===== src/hdl/lsts_pkg.sv =====
// Package: command codes, field layout, reset values and carriers of the threshold/status block
package lsts_pkg;
  // Command codes of the register port
  localparam logic [7:0] CMD_HIGH_BOUND = 8'h01;
  localparam logic [7:0] CMD_LOW_BOUND = 8'h02;
  localparam logic [7:0] CMD_POWER_SAVE = 8'h03;
  localparam logic [7:0] CMD_AMBIENT = 8'h04;
  localparam logic [7:0] CMD_BROADBAND = 8'h05;
  localparam logic [7:0] CMD_STATUS = 8'h06;
  // Field positions in the power save register
  localparam int PS_EN_BIT = 0;
  localparam int PS_SEL_LSB = 1;
  localparam int PS_SEL_MSB = 2;
  // Field positions in the status register
  localparam int ST_BELOW_BIT = 15;
  localparam int ST_ABOVE_BIT = 14;
  // Reset values
  localparam logic [15:0] LOW_BOUND_RST = 16'h0000;
  localparam logic [15:0] HIGH_BOUND_RST = 16'hFFFF;
  localparam logic [15:0] RESULT_RST = 16'h0000;
  localparam logic [15:0] READ_ZERO = 16'h0000;
  // Power saving modes, as the select field encodes them
  typedef enum logic [1:0] {
    LSTS_MODE1 = 2'b00,
    LSTS_MODE2 = 2'b01,
    LSTS_MODE3 = 2'b10,
    LSTS_MODE4 = 2'b11
  } lsts_ps_mode_t;
  localparam lsts_ps_mode_t PS_SEL_RST = LSTS_MODE1;
  // One completed measurement from the analog path
  typedef struct packed {
    logic [15:0] light_level;
    logic [15:0] broadband;
  } lsts_meas_t;
  // One register port request
  typedef struct packed {
    logic [7:0] cmd;
    logic wr;
    logic rd;
    logic [15:0] wdata;
  } lsts_req_t;
endpackage


===== src/hdl/lsts_regs.sv =====
// Threshold window, power save and result/status registers of the light sensor
// Register port: one-cycle wr and rd strobes qualified by a command code.
// Reads answered on the next edge by rd_valid; rd_data holds until the next read.
// Writes to result and status codes are dropped; write-only codes read zero.
// Measurement port: meas_done marks one finished conversion of both channels.
// Only the ambient channel meets the window; broadband is stored only.
// Crossing flags stick until the host reads the status code.
// A crossing in the cycle of that read survives it, at the cost of
// being reported one read later than it happened.
// Interrupt enable lives in the configuration word outside this block.
// Bounds reset to an open window, so nothing flags before they are written.
// Reset is synchronous; hold it for at least one edge.
module lsts_regs (
  input wire logic clock,
  input wire logic srst,
  input wire lsts_pkg::lsts_req_t req, // Register port request
  output logic [15:0] rd_data, // Read answer
  output logic rd_valid, // One-cycle answer strobe
  input wire logic meas_done, // Measurement completion pulse
  input wire lsts_pkg::lsts_meas_t meas, // Completed measurement
  input wire logic light_irq_enable, // Interrupt function enable
  output lsts_pkg::lsts_ps_mode_t power_save_select, // Selected mode
  output logic power_save_enable, // Power saving on
  output logic below_window_flag, // Low crossing seen
  output logic above_window_flag // High crossing seen
);

  // Stored registers
  logic [15:0] low_bound_reg; // Lower window bound
  logic [15:0] high_bound_reg; // Upper window bound
  logic [15:0] ambient_reg; // Last ambient result
  logic [15:0] broadband_reg; // Last broadband result
  logic [15:0] rd_data_next; // Read mux output
  logic below_hit; // Measurement under low bound
  logic above_hit; // Measurement over high bound
  logic status_rd; // Status register being read

  // Places the two flags in their status word positions
  function automatic logic [15:0] status_word(input logic below, input logic above);
    logic [15:0] w;
    w = lsts_pkg::READ_ZERO; // Reserved bits stay zero
    w[lsts_pkg::ST_BELOW_BIT] = below;
    w[lsts_pkg::ST_ABOVE_BIT] = above;
    return w;
  endfunction

  // Write strobe decode for one command code
  function automatic logic wr_hit(input lsts_pkg::lsts_req_t r, input logic [7:0] code);
    return r.wr && (r.cmd == code);
  endfunction

  // Upper window bound, full 16 bits in one write
  always_ff @(posedge clock) begin
    if (srst) begin
      high_bound_reg <= lsts_pkg::HIGH_BOUND_RST;
    end else if (wr_hit(req, lsts_pkg::CMD_HIGH_BOUND)) begin
      high_bound_reg <= req.wdata;
    end
  end

  // Lower window bound, bytes kept in place
  always_ff @(posedge clock) begin
    if (srst) begin
      low_bound_reg <= lsts_pkg::LOW_BOUND_RST;
    end else if (wr_hit(req, lsts_pkg::CMD_LOW_BOUND)) begin
      low_bound_reg <= req.wdata;
    end
  end

  // Power save control; bits above the select field are dropped
  always_ff @(posedge clock) begin
    if (srst) begin
      power_save_select <= lsts_pkg::PS_SEL_RST;
      power_save_enable <= 1'b0;
    end else if (wr_hit(req, lsts_pkg::CMD_POWER_SAVE)) begin
      // Reserved bits carry no function, so none are stored
      // A stored reserved bit could never be read back, so it would only cost flops
      power_save_select <= lsts_pkg::lsts_ps_mode_t'(
        req.wdata[lsts_pkg::PS_SEL_MSB:lsts_pkg::PS_SEL_LSB]);
      power_save_enable <= req.wdata[lsts_pkg::PS_EN_BIT];
    end
  end

  // Result capture at completion; writes to these codes are ignored
  // Reads never clear results, so a slow host still sees the last conversion
  always_ff @(posedge clock) begin
    if (srst) begin
      ambient_reg <= lsts_pkg::RESULT_RST;
      broadband_reg <= lsts_pkg::RESULT_RST;
    end else if (meas_done) begin
      ambient_reg <= meas.light_level;
      broadband_reg <= meas.broadband;
    end
  end

  // Window compare against the fresh measurement, not the stored one
  // Strict compares: a level equal to a bound is still inside the window
  always_comb begin
    below_hit = meas.light_level < low_bound_reg;
    above_hit = meas.light_level > high_bound_reg;
    status_rd = req.rd && (req.cmd == lsts_pkg::CMD_STATUS);
  end

  // Crossing flags: set only at completion with enable, cleared by status read.
  // A set in the clearing cycle wins, so no crossing is lost.
  always_ff @(posedge clock) begin
    if (srst) begin
      below_window_flag <= 1'b0;
      above_window_flag <= 1'b0;
    end else begin
      // Host writes never reach the flags
      if (meas_done && light_irq_enable && below_hit) begin
        below_window_flag <= 1'b1;
      end else if (status_rd) begin
        below_window_flag <= 1'b0;
      end
      if (meas_done && light_irq_enable && above_hit) begin
        above_window_flag <= 1'b1;
      end else if (status_rd) begin
        above_window_flag <= 1'b0;
      end
    end
  end

  // Read mux; bound and control registers are write only and read zero
  // Unknown codes fall to zero rather than aliasing a real register
  always_comb begin
    case (req.cmd)
      lsts_pkg::CMD_AMBIENT: begin
        rd_data_next = ambient_reg;
      end
      lsts_pkg::CMD_BROADBAND: begin
        rd_data_next = broadband_reg;
      end
      lsts_pkg::CMD_STATUS: begin
        rd_data_next = status_word(below_window_flag, above_window_flag);
      end
      default: begin
        rd_data_next = lsts_pkg::READ_ZERO;
      end
    endcase
  end

  // Registered read answer, one cycle after the strobe
  // Data kept between reads so a late sampler still gets the answer
  always_ff @(posedge clock) begin
    if (srst) begin
      rd_data <= lsts_pkg::READ_ZERO;
      rd_valid <= 1'b0;
    end else begin
      rd_valid <= req.rd;
      if (req.rd) begin
        rd_data <= rd_data_next;
      end
    end
  end

  // Checks
  // All properties run on the one clock; all but the reset check stand down while reset is held.
  // Field positions come from the package, not from the read mux above.

  // A write to the low bound code stores the whole word
  a_low_bound_write: assert property (@(posedge clock) disable iff (srst)
    req.wr && req.cmd == lsts_pkg::CMD_LOW_BOUND |=> low_bound_reg == $past(req.wdata))
    else $error("low bound not stored");

  // Low bound only moves on its own write
  a_low_bound_hold: assert property (@(posedge clock) disable iff (srst)
    !(req.wr && req.cmd == lsts_pkg::CMD_LOW_BOUND) |=> $stable(low_bound_reg))
    else $error("low bound changed without write");

  // A write to the high bound code stores the whole word
  a_high_bound_write: assert property (@(posedge clock) disable iff (srst)
    req.wr && req.cmd == lsts_pkg::CMD_HIGH_BOUND |=> high_bound_reg == $past(req.wdata))
    else $error("high bound not stored");

  // High bound only moves on its own write
  a_high_bound_hold: assert property (@(posedge clock) disable iff (srst)
    !(req.wr && req.cmd == lsts_pkg::CMD_HIGH_BOUND) |=> $stable(high_bound_reg))
    else $error("high bound changed without write");

  // Select and enable taken from their own fields
  a_mode_fields: assert property (@(posedge clock) disable iff (srst)
    req.wr && req.cmd == lsts_pkg::CMD_POWER_SAVE
    |=> power_save_select == $past(req.wdata[lsts_pkg::PS_SEL_MSB:lsts_pkg::PS_SEL_LSB])
    && power_save_enable == $past(req.wdata[lsts_pkg::PS_EN_BIT]))
    else $error("power save fields wrong");

  // Power save state only moves on its own write
  a_mode_hold: assert property (@(posedge clock) disable iff (srst)
    !(req.wr && req.cmd == lsts_pkg::CMD_POWER_SAVE) |=> $stable(power_save_enable) && $stable(power_save_select))
    else $error("power save changed without write");

  // Every read strobe is answered on the next edge
  a_read_strobe: assert property (@(posedge clock) disable iff (srst)
    req.rd |=> rd_valid)
    else $error("read not answered");

  // No answer strobe without a read
  a_strobe_single: assert property (@(posedge clock) disable iff (srst)
    !req.rd |=> !rd_valid)
    else $error("answer strobe without read");

  // Ambient read returns the stored result
  a_ambient_read: assert property (@(posedge clock) disable iff (srst)
    req.rd && req.cmd == lsts_pkg::CMD_AMBIENT |=> rd_valid && rd_data == $past(ambient_reg))
    else $error("ambient read wrong");

  // Broadband read returns the stored result
  a_broadband_read: assert property (@(posedge clock) disable iff (srst)
    req.rd && req.cmd == lsts_pkg::CMD_BROADBAND |=> rd_valid && rd_data == $past(broadband_reg))
    else $error("broadband read wrong");

  // Results load whole words at completion
  a_result_load: assert property (@(posedge clock) disable iff (srst)
    meas_done |=> ambient_reg == $past(meas.light_level) && broadband_reg == $past(meas.broadband))
    else $error("results not loaded");

  // Results hold between completions
  a_result_hold: assert property (@(posedge clock) disable iff (srst)
    !meas_done |=> $stable(ambient_reg) && $stable(broadband_reg))
    else $error("results changed without completion");

  // Reserved status bits always read zero
  a_status_zero: assert property (@(posedge clock) disable iff (srst)
    req.rd && req.cmd == lsts_pkg::CMD_STATUS |=> rd_data[lsts_pkg::ST_ABOVE_BIT-1:0] == '0)
    else $error("status reserved bits not zero");

  // Status read shows the flags as they stood when it was taken
  a_status_flags: assert property (@(posedge clock) disable iff (srst)
    status_rd |=> rd_data[lsts_pkg::ST_BELOW_BIT] == $past(below_window_flag)
    && rd_data[lsts_pkg::ST_ABOVE_BIT] == $past(above_window_flag))
    else $error("status flags misplaced");

  // Enabled completion below the window raises the low flag
  a_below_set: assert property (@(posedge clock) disable iff (srst)
    meas_done && light_irq_enable && meas.light_level < low_bound_reg |=> below_window_flag)
    else $error("below flag not set");

  // Enabled completion above the window raises the high flag
  a_above_set: assert property (@(posedge clock) disable iff (srst)
    meas_done && light_irq_enable && meas.light_level > high_bound_reg |=> above_window_flag)
    else $error("above flag not set");

  // Flags only fall through a status read
  a_flag_sticky: assert property (@(posedge clock) disable iff (srst)
    !status_rd |=> !$fell(below_window_flag) && !$fell(above_window_flag))
    else $error("flag fell without status read");

  // No flag rises without an enabled completion
  a_flag_gated: assert property (@(posedge clock) disable iff (srst)
    !(meas_done && light_irq_enable) |=> !$rose(below_window_flag) && !$rose(above_window_flag))
    else $error("flag rose without enabled completion");

  // A completion with the interrupt function off leaves the window unused
  a_gate_level: assert property (@(posedge clock) disable iff (srst)
    meas_done && !light_irq_enable |=> !$rose(below_window_flag) && !$rose(above_window_flag))
    else $error("window used while disabled");

  // Host writes never raise a flag
  a_write_no_flag: assert property (@(posedge clock) disable iff (srst)
    req.wr && !meas_done |=> !$rose(below_window_flag) && !$rose(above_window_flag))
    else $error("write raised a flag");

  // A status read with no crossing clears both flags
  a_read_clears: assert property (@(posedge clock) disable iff (srst)
    req.rd && req.cmd == lsts_pkg::CMD_STATUS && !meas_done |=> !below_window_flag && !above_window_flag)
    else $error("status read did not clear");

  // Reset clears strobe, flags and power saving
  a_reset_clears: assert property (@(posedge clock)
    srst |=> !rd_valid && !below_window_flag && !above_window_flag && !power_save_enable)
    else $error("reset did not clear state");

  // Scenarios worth seeing
  c_below_event: cover property (@(posedge clock) disable iff (srst)
    $rose(below_window_flag) ##[1:20] rd_valid && rd_data[lsts_pkg::ST_BELOW_BIT]);
  c_above_event: cover property (@(posedge clock) disable iff (srst)
    $rose(above_window_flag));
  c_mode4_on: cover property (@(posedge clock) disable iff (srst)
    $rose(power_save_enable) && power_save_select == lsts_pkg::LSTS_MODE4);
  c_set_vs_clear: cover property (@(posedge clock) disable iff (srst)
    status_rd && meas_done && light_irq_enable && below_hit);
  c_above_read: cover property (@(posedge clock) disable iff (srst)
    status_rd && above_window_flag);

endmodule


===== config.mk =====
export PLATFORM = sky130hd
export DESIGN_NAME = lsts_regs
export DESIGN_NICKNAME = d
export VERILOG_FILES = /design/src/hdl/lsts_pkg.sv /design/src/hdl/lsts_regs.sv
export SDC_FILE = /design/constraint.sdc
export NUM_CORES = 1
export LEC_CHECK = 0
export BUFFER_PORTS_ARGS = -buffer_cell sky130_fd_sc_hd__buf_2
export CORE_ASPECT_RATIO = 0.6
export CORE_MARGIN = 10
export CORE_UTILIZATION = 40
export CTS_CLUSTER_DIAMETER = 30
export DETAILED_ROUTE_END_ITERATION = 8
export PLACE_DENSITY = 0.69
export SLEW_MARGIN = 20
export SYNTH_ARGS = -nofsm -noshare
export SYNTH_HDL_FRONTEND = slang
export SYNTH_SLANG_ARGS = --single-unit

===== constraint.sdc =====
create_clock -name clock -period 3.78 [get_ports clock]
set_input_delay 0.189 -clock clock [delete_from_list [all_inputs] [get_ports clock]]
set_output_delay 0.189 -clock clock [all_outputs]
set_load 0.02 [all_outputs]

==> summary.md <==
| Metric | Value |
|---|---|
| Total of cells resized after clock tree synthesis | 0 |
| Final Instance Area | 4830 um^2 |
| CTS Buf Count | 9 |
| Placer Congestion | 0.827 |
| Register area share after synthesis | 42.8% |
| Global route overflow | 0 |
| #FFs+latches synth | 86 |
| Largest net degree at the start of global routing | 62 |
| DR DRC count | 0 |
| Hold path cells | 2 |
| Number of synthesized flops with an enable pin | 0 |
| Vias | 3173 |
| Max IR drop VDD | 0.000223 V |
| Root Driver | clkbuf_16 |
| Pwr Total | 0.00205 W |
| Ys async rst share | 0% |
| Maximum clock rate | 562 MHz |
| Post-CTS Hold Fix Bufs | 0 |
| Worst Hold End | high_bound_reg[7] |
| Die area | 14600 um^2 |
| Reg2Reg Launch Point | high_bound_reg[11] |
| Dpl ws | 1460 ps |
| RSZ-0062 raised after global routing | false |
| Reg2reg end | above_window_flag |
| Gr usage total | 14.1% |
| DP HPWL | 7730 um |
| Synth Flop Type | dfxtp_1 |
| Worst setup EP type | flip-flop |
| Worst setup margin | 2000 ps |
| CP Launch Type | flip-flop |
| Period Utilization, post-route | 47.1% |
| Drt total wl | 10300 um |
| CP Data Arrival Time | 2010 ps |
| Clk buf depth | 2 |
| CP max FO | 3 |
| # setup viols final | 0 |
| Status | finished, final reports clean |
| Die width | 150 um |
| Hold Crit Class | primary input to flip-flop |
| R2r worst-path depth | 6 |
| Hold Crit Start | req[7] |
| Commonest cells post-synth | 86 x dfxtp_1, 85 x nor2_1, 53 x mux2i_1 |
| Post-CTS Setup Bufs | 0 |
| Main combinational cell family by area after synthesis | multiplexers |
| Max_slew headroom | 34.6% |
| Clock Latency Late Sink | 330 ps |
| Worst slew pin tran | 980 ps |
| Layout overhead on the synthesized area | 20.0% |
| First-pass GRT wire length | 16600 um |
| Share of the synthesized area in the top cell type | 42.8% |
| Netlist cell types | 39 |
| Syn nets | 513 |
| Drt first pass iters | 5 |
| Slew Limit Fails | 0 |
| H-tree level count | 3 |
| Post-DP Area | 4500 um^2 |
| Clock sink count | 86 |
| Fin. Hold Viols | 0 |
| Setup Total Neg Slack | 0 ps |
| IO Count | 84 |
| Most numerous cell in the Yosys netlist | dfxtp_1 |
| Leakage | 2.20 nW |
| Core Region | 9840 um^2 |
| Power per Cell Area | 423 nW/um^2 |
| Chip height | 97.7 um |
| Synth Instances | 420 |
| WL/cell | 16.2 um |
| Synth Area in Simple Gates | 13.3% |
| Synth area leader | dfxtp_1 |
| Routed Antenna Nets | 0 |
| Final min period | 1780 ps |
| Proportion of layout cells with a drive suffix above 1 | 23.5% |
| Avg Synthesized Cell Area | 9.59 um^2 |
| Worst reg2reg setup slack | 2000 ps |
| Worst Clk Skew | 2.56 ps |
| Worst Path Required | 4010 ps |
| IO buf count | 83 |
| WHS | 73.2 ps |
| Initial antenna violation count | 1 |
| Synth area leaders | dfxtp_1 43%, mux2i_1 13%, ha_1 9.6% |
| Synth warnings | 0 |
| Multiplexer share of the synthesized area | 17.1% |
| Fin nets | 586 |
| Max_cap viols | 0 |
| Compound-Gate Fraction of Synth Area | 10.9% |
| CTS tree | done |
| Fillcell total | 930 |
| Standard-cell row count | 28 |
| Synthesized area | 4030 um^2 |
| Clk slew on worst S/H paths | 60 ps |
| Xor/xnor share of the synthesized area | 0% |
| Adder-cell share of the synthesized area | 9.63% |
| Vias in the first global route | 3231 |
| Vias per cell | 5.00 |
| Initial Util | 40.9% |
| WS Path Type | flip-flop to flip-flop |
| Initial DRC count | 157 |
[metal layers]
metal  routed length [um]  part of all wire, %  vias up  global-route usage (%)
met5                   14                 0.14        -                       0
met4                   50                 0.49        2                    3.38
met3                  781                  7.6        6                    5.67
met2                 4660                   45       71                    21.7
met1                 4770                   46     1493                    18.0
li1                     -                    -     1601                       -
[worst max-delay path by stage]
| stage | cells past startpoint | end | slack (ps) | start |
|---|---|---|---|---|
| 6_report | 6 | above_window_flag | 2000 | high_bound_reg[11] |
| 5_1_grt | 6 | above_window_flag | 1720 | high_bound_reg[15] |
| 4_1_cts | 6 | high_bound_reg[14] | 1810 | req[22] |
| 3_5_place_dp | 6 | high_bound_reg[14] | 1460 | req[22] |
| 3_3_place_gp | 6 | high_bound_reg[0] | 1560 | req[22] |
| 2_1_floorplan | 7 | low_bound_reg[10] | 2240 | req[22] |
[cells in the final DEF (no fill, tap or decap), drive strengths merged, types with 6 or more instances in the layout]
| cell | netlist | final |
|---|---|---|
| a211o | 16 | 16 |
| inv | 33 | 33 |
| buf | 13 | 86 |
| o21ai | 6 | 6 |
| dfxtp | 86 | 86 |
| nor2 | 85 | 85 |
| a21oi | 12 | 12 |
| ha | 31 | 31 |
| nand2 | 7 | 7 |
| nand4 | 7 | 7 |
| clkbuf | 11 | 13 |
| a22oi | 15 | 15 |
| mux2 | 14 | 14 |
| mux2i | 53 | 53 |
[stage by stage]
stage	cells	util, %
2_1_floorplan	420	-
3_3_place_gp	616	45.7
3_5_place_dp	616	45.7
4_1_cts	632	48.9
5_1_grt	633	49.1
6_report	634	49.1
[power breakdown]
| part | internal, W | switching, W | leakage, nW |
|---|---|---|---|
| registers | 0.000929 | 0.0000109 | 0.700 |
| logic | 0.0000750 | 0.0000931 | 1.35 |
| clock network | 0.000598 | 0.000340 | 0.150 |
| total | 0.00160 | 0.000444 | 2.20 |
[layout make-up]
type	count	area, um^2	share of cell area, %
diodes	1	2.50	0.0518
clock buffers	13	250	5.18
clock inverters	3	67.6	1.40
flip-flops and latches	86	1720	35.6
well taps	135	169	3.49
repair buffers	86	444	9.19
inverters	34	128	2.64
multi-input cells	276	2050	42.4
[critical path, stage by stage (launching register included)]
cell and delay, ps:
dfxtp_1 300, inv_1 60, ha_1 340, nand4_1 210, a2111oi_0 410, nor4_1 100, o41ai_1 250
[cells by family (layout without fill, tap and decap cells)]
| group | Yosys count | after routing |
|---|---|---|
| DFF | 86 | 86 |
| and+or+nand+nor | 117 | 117 |
| AOI/OAI and AO/OA | 61 | 61 |
| buffers and inverters | 58 | 136 |
| muxes | 67 | 67 |
| other | 0 | 1 |
| adders and majority gates | 31 | 31 |
(Power assumes the default switching activity.)
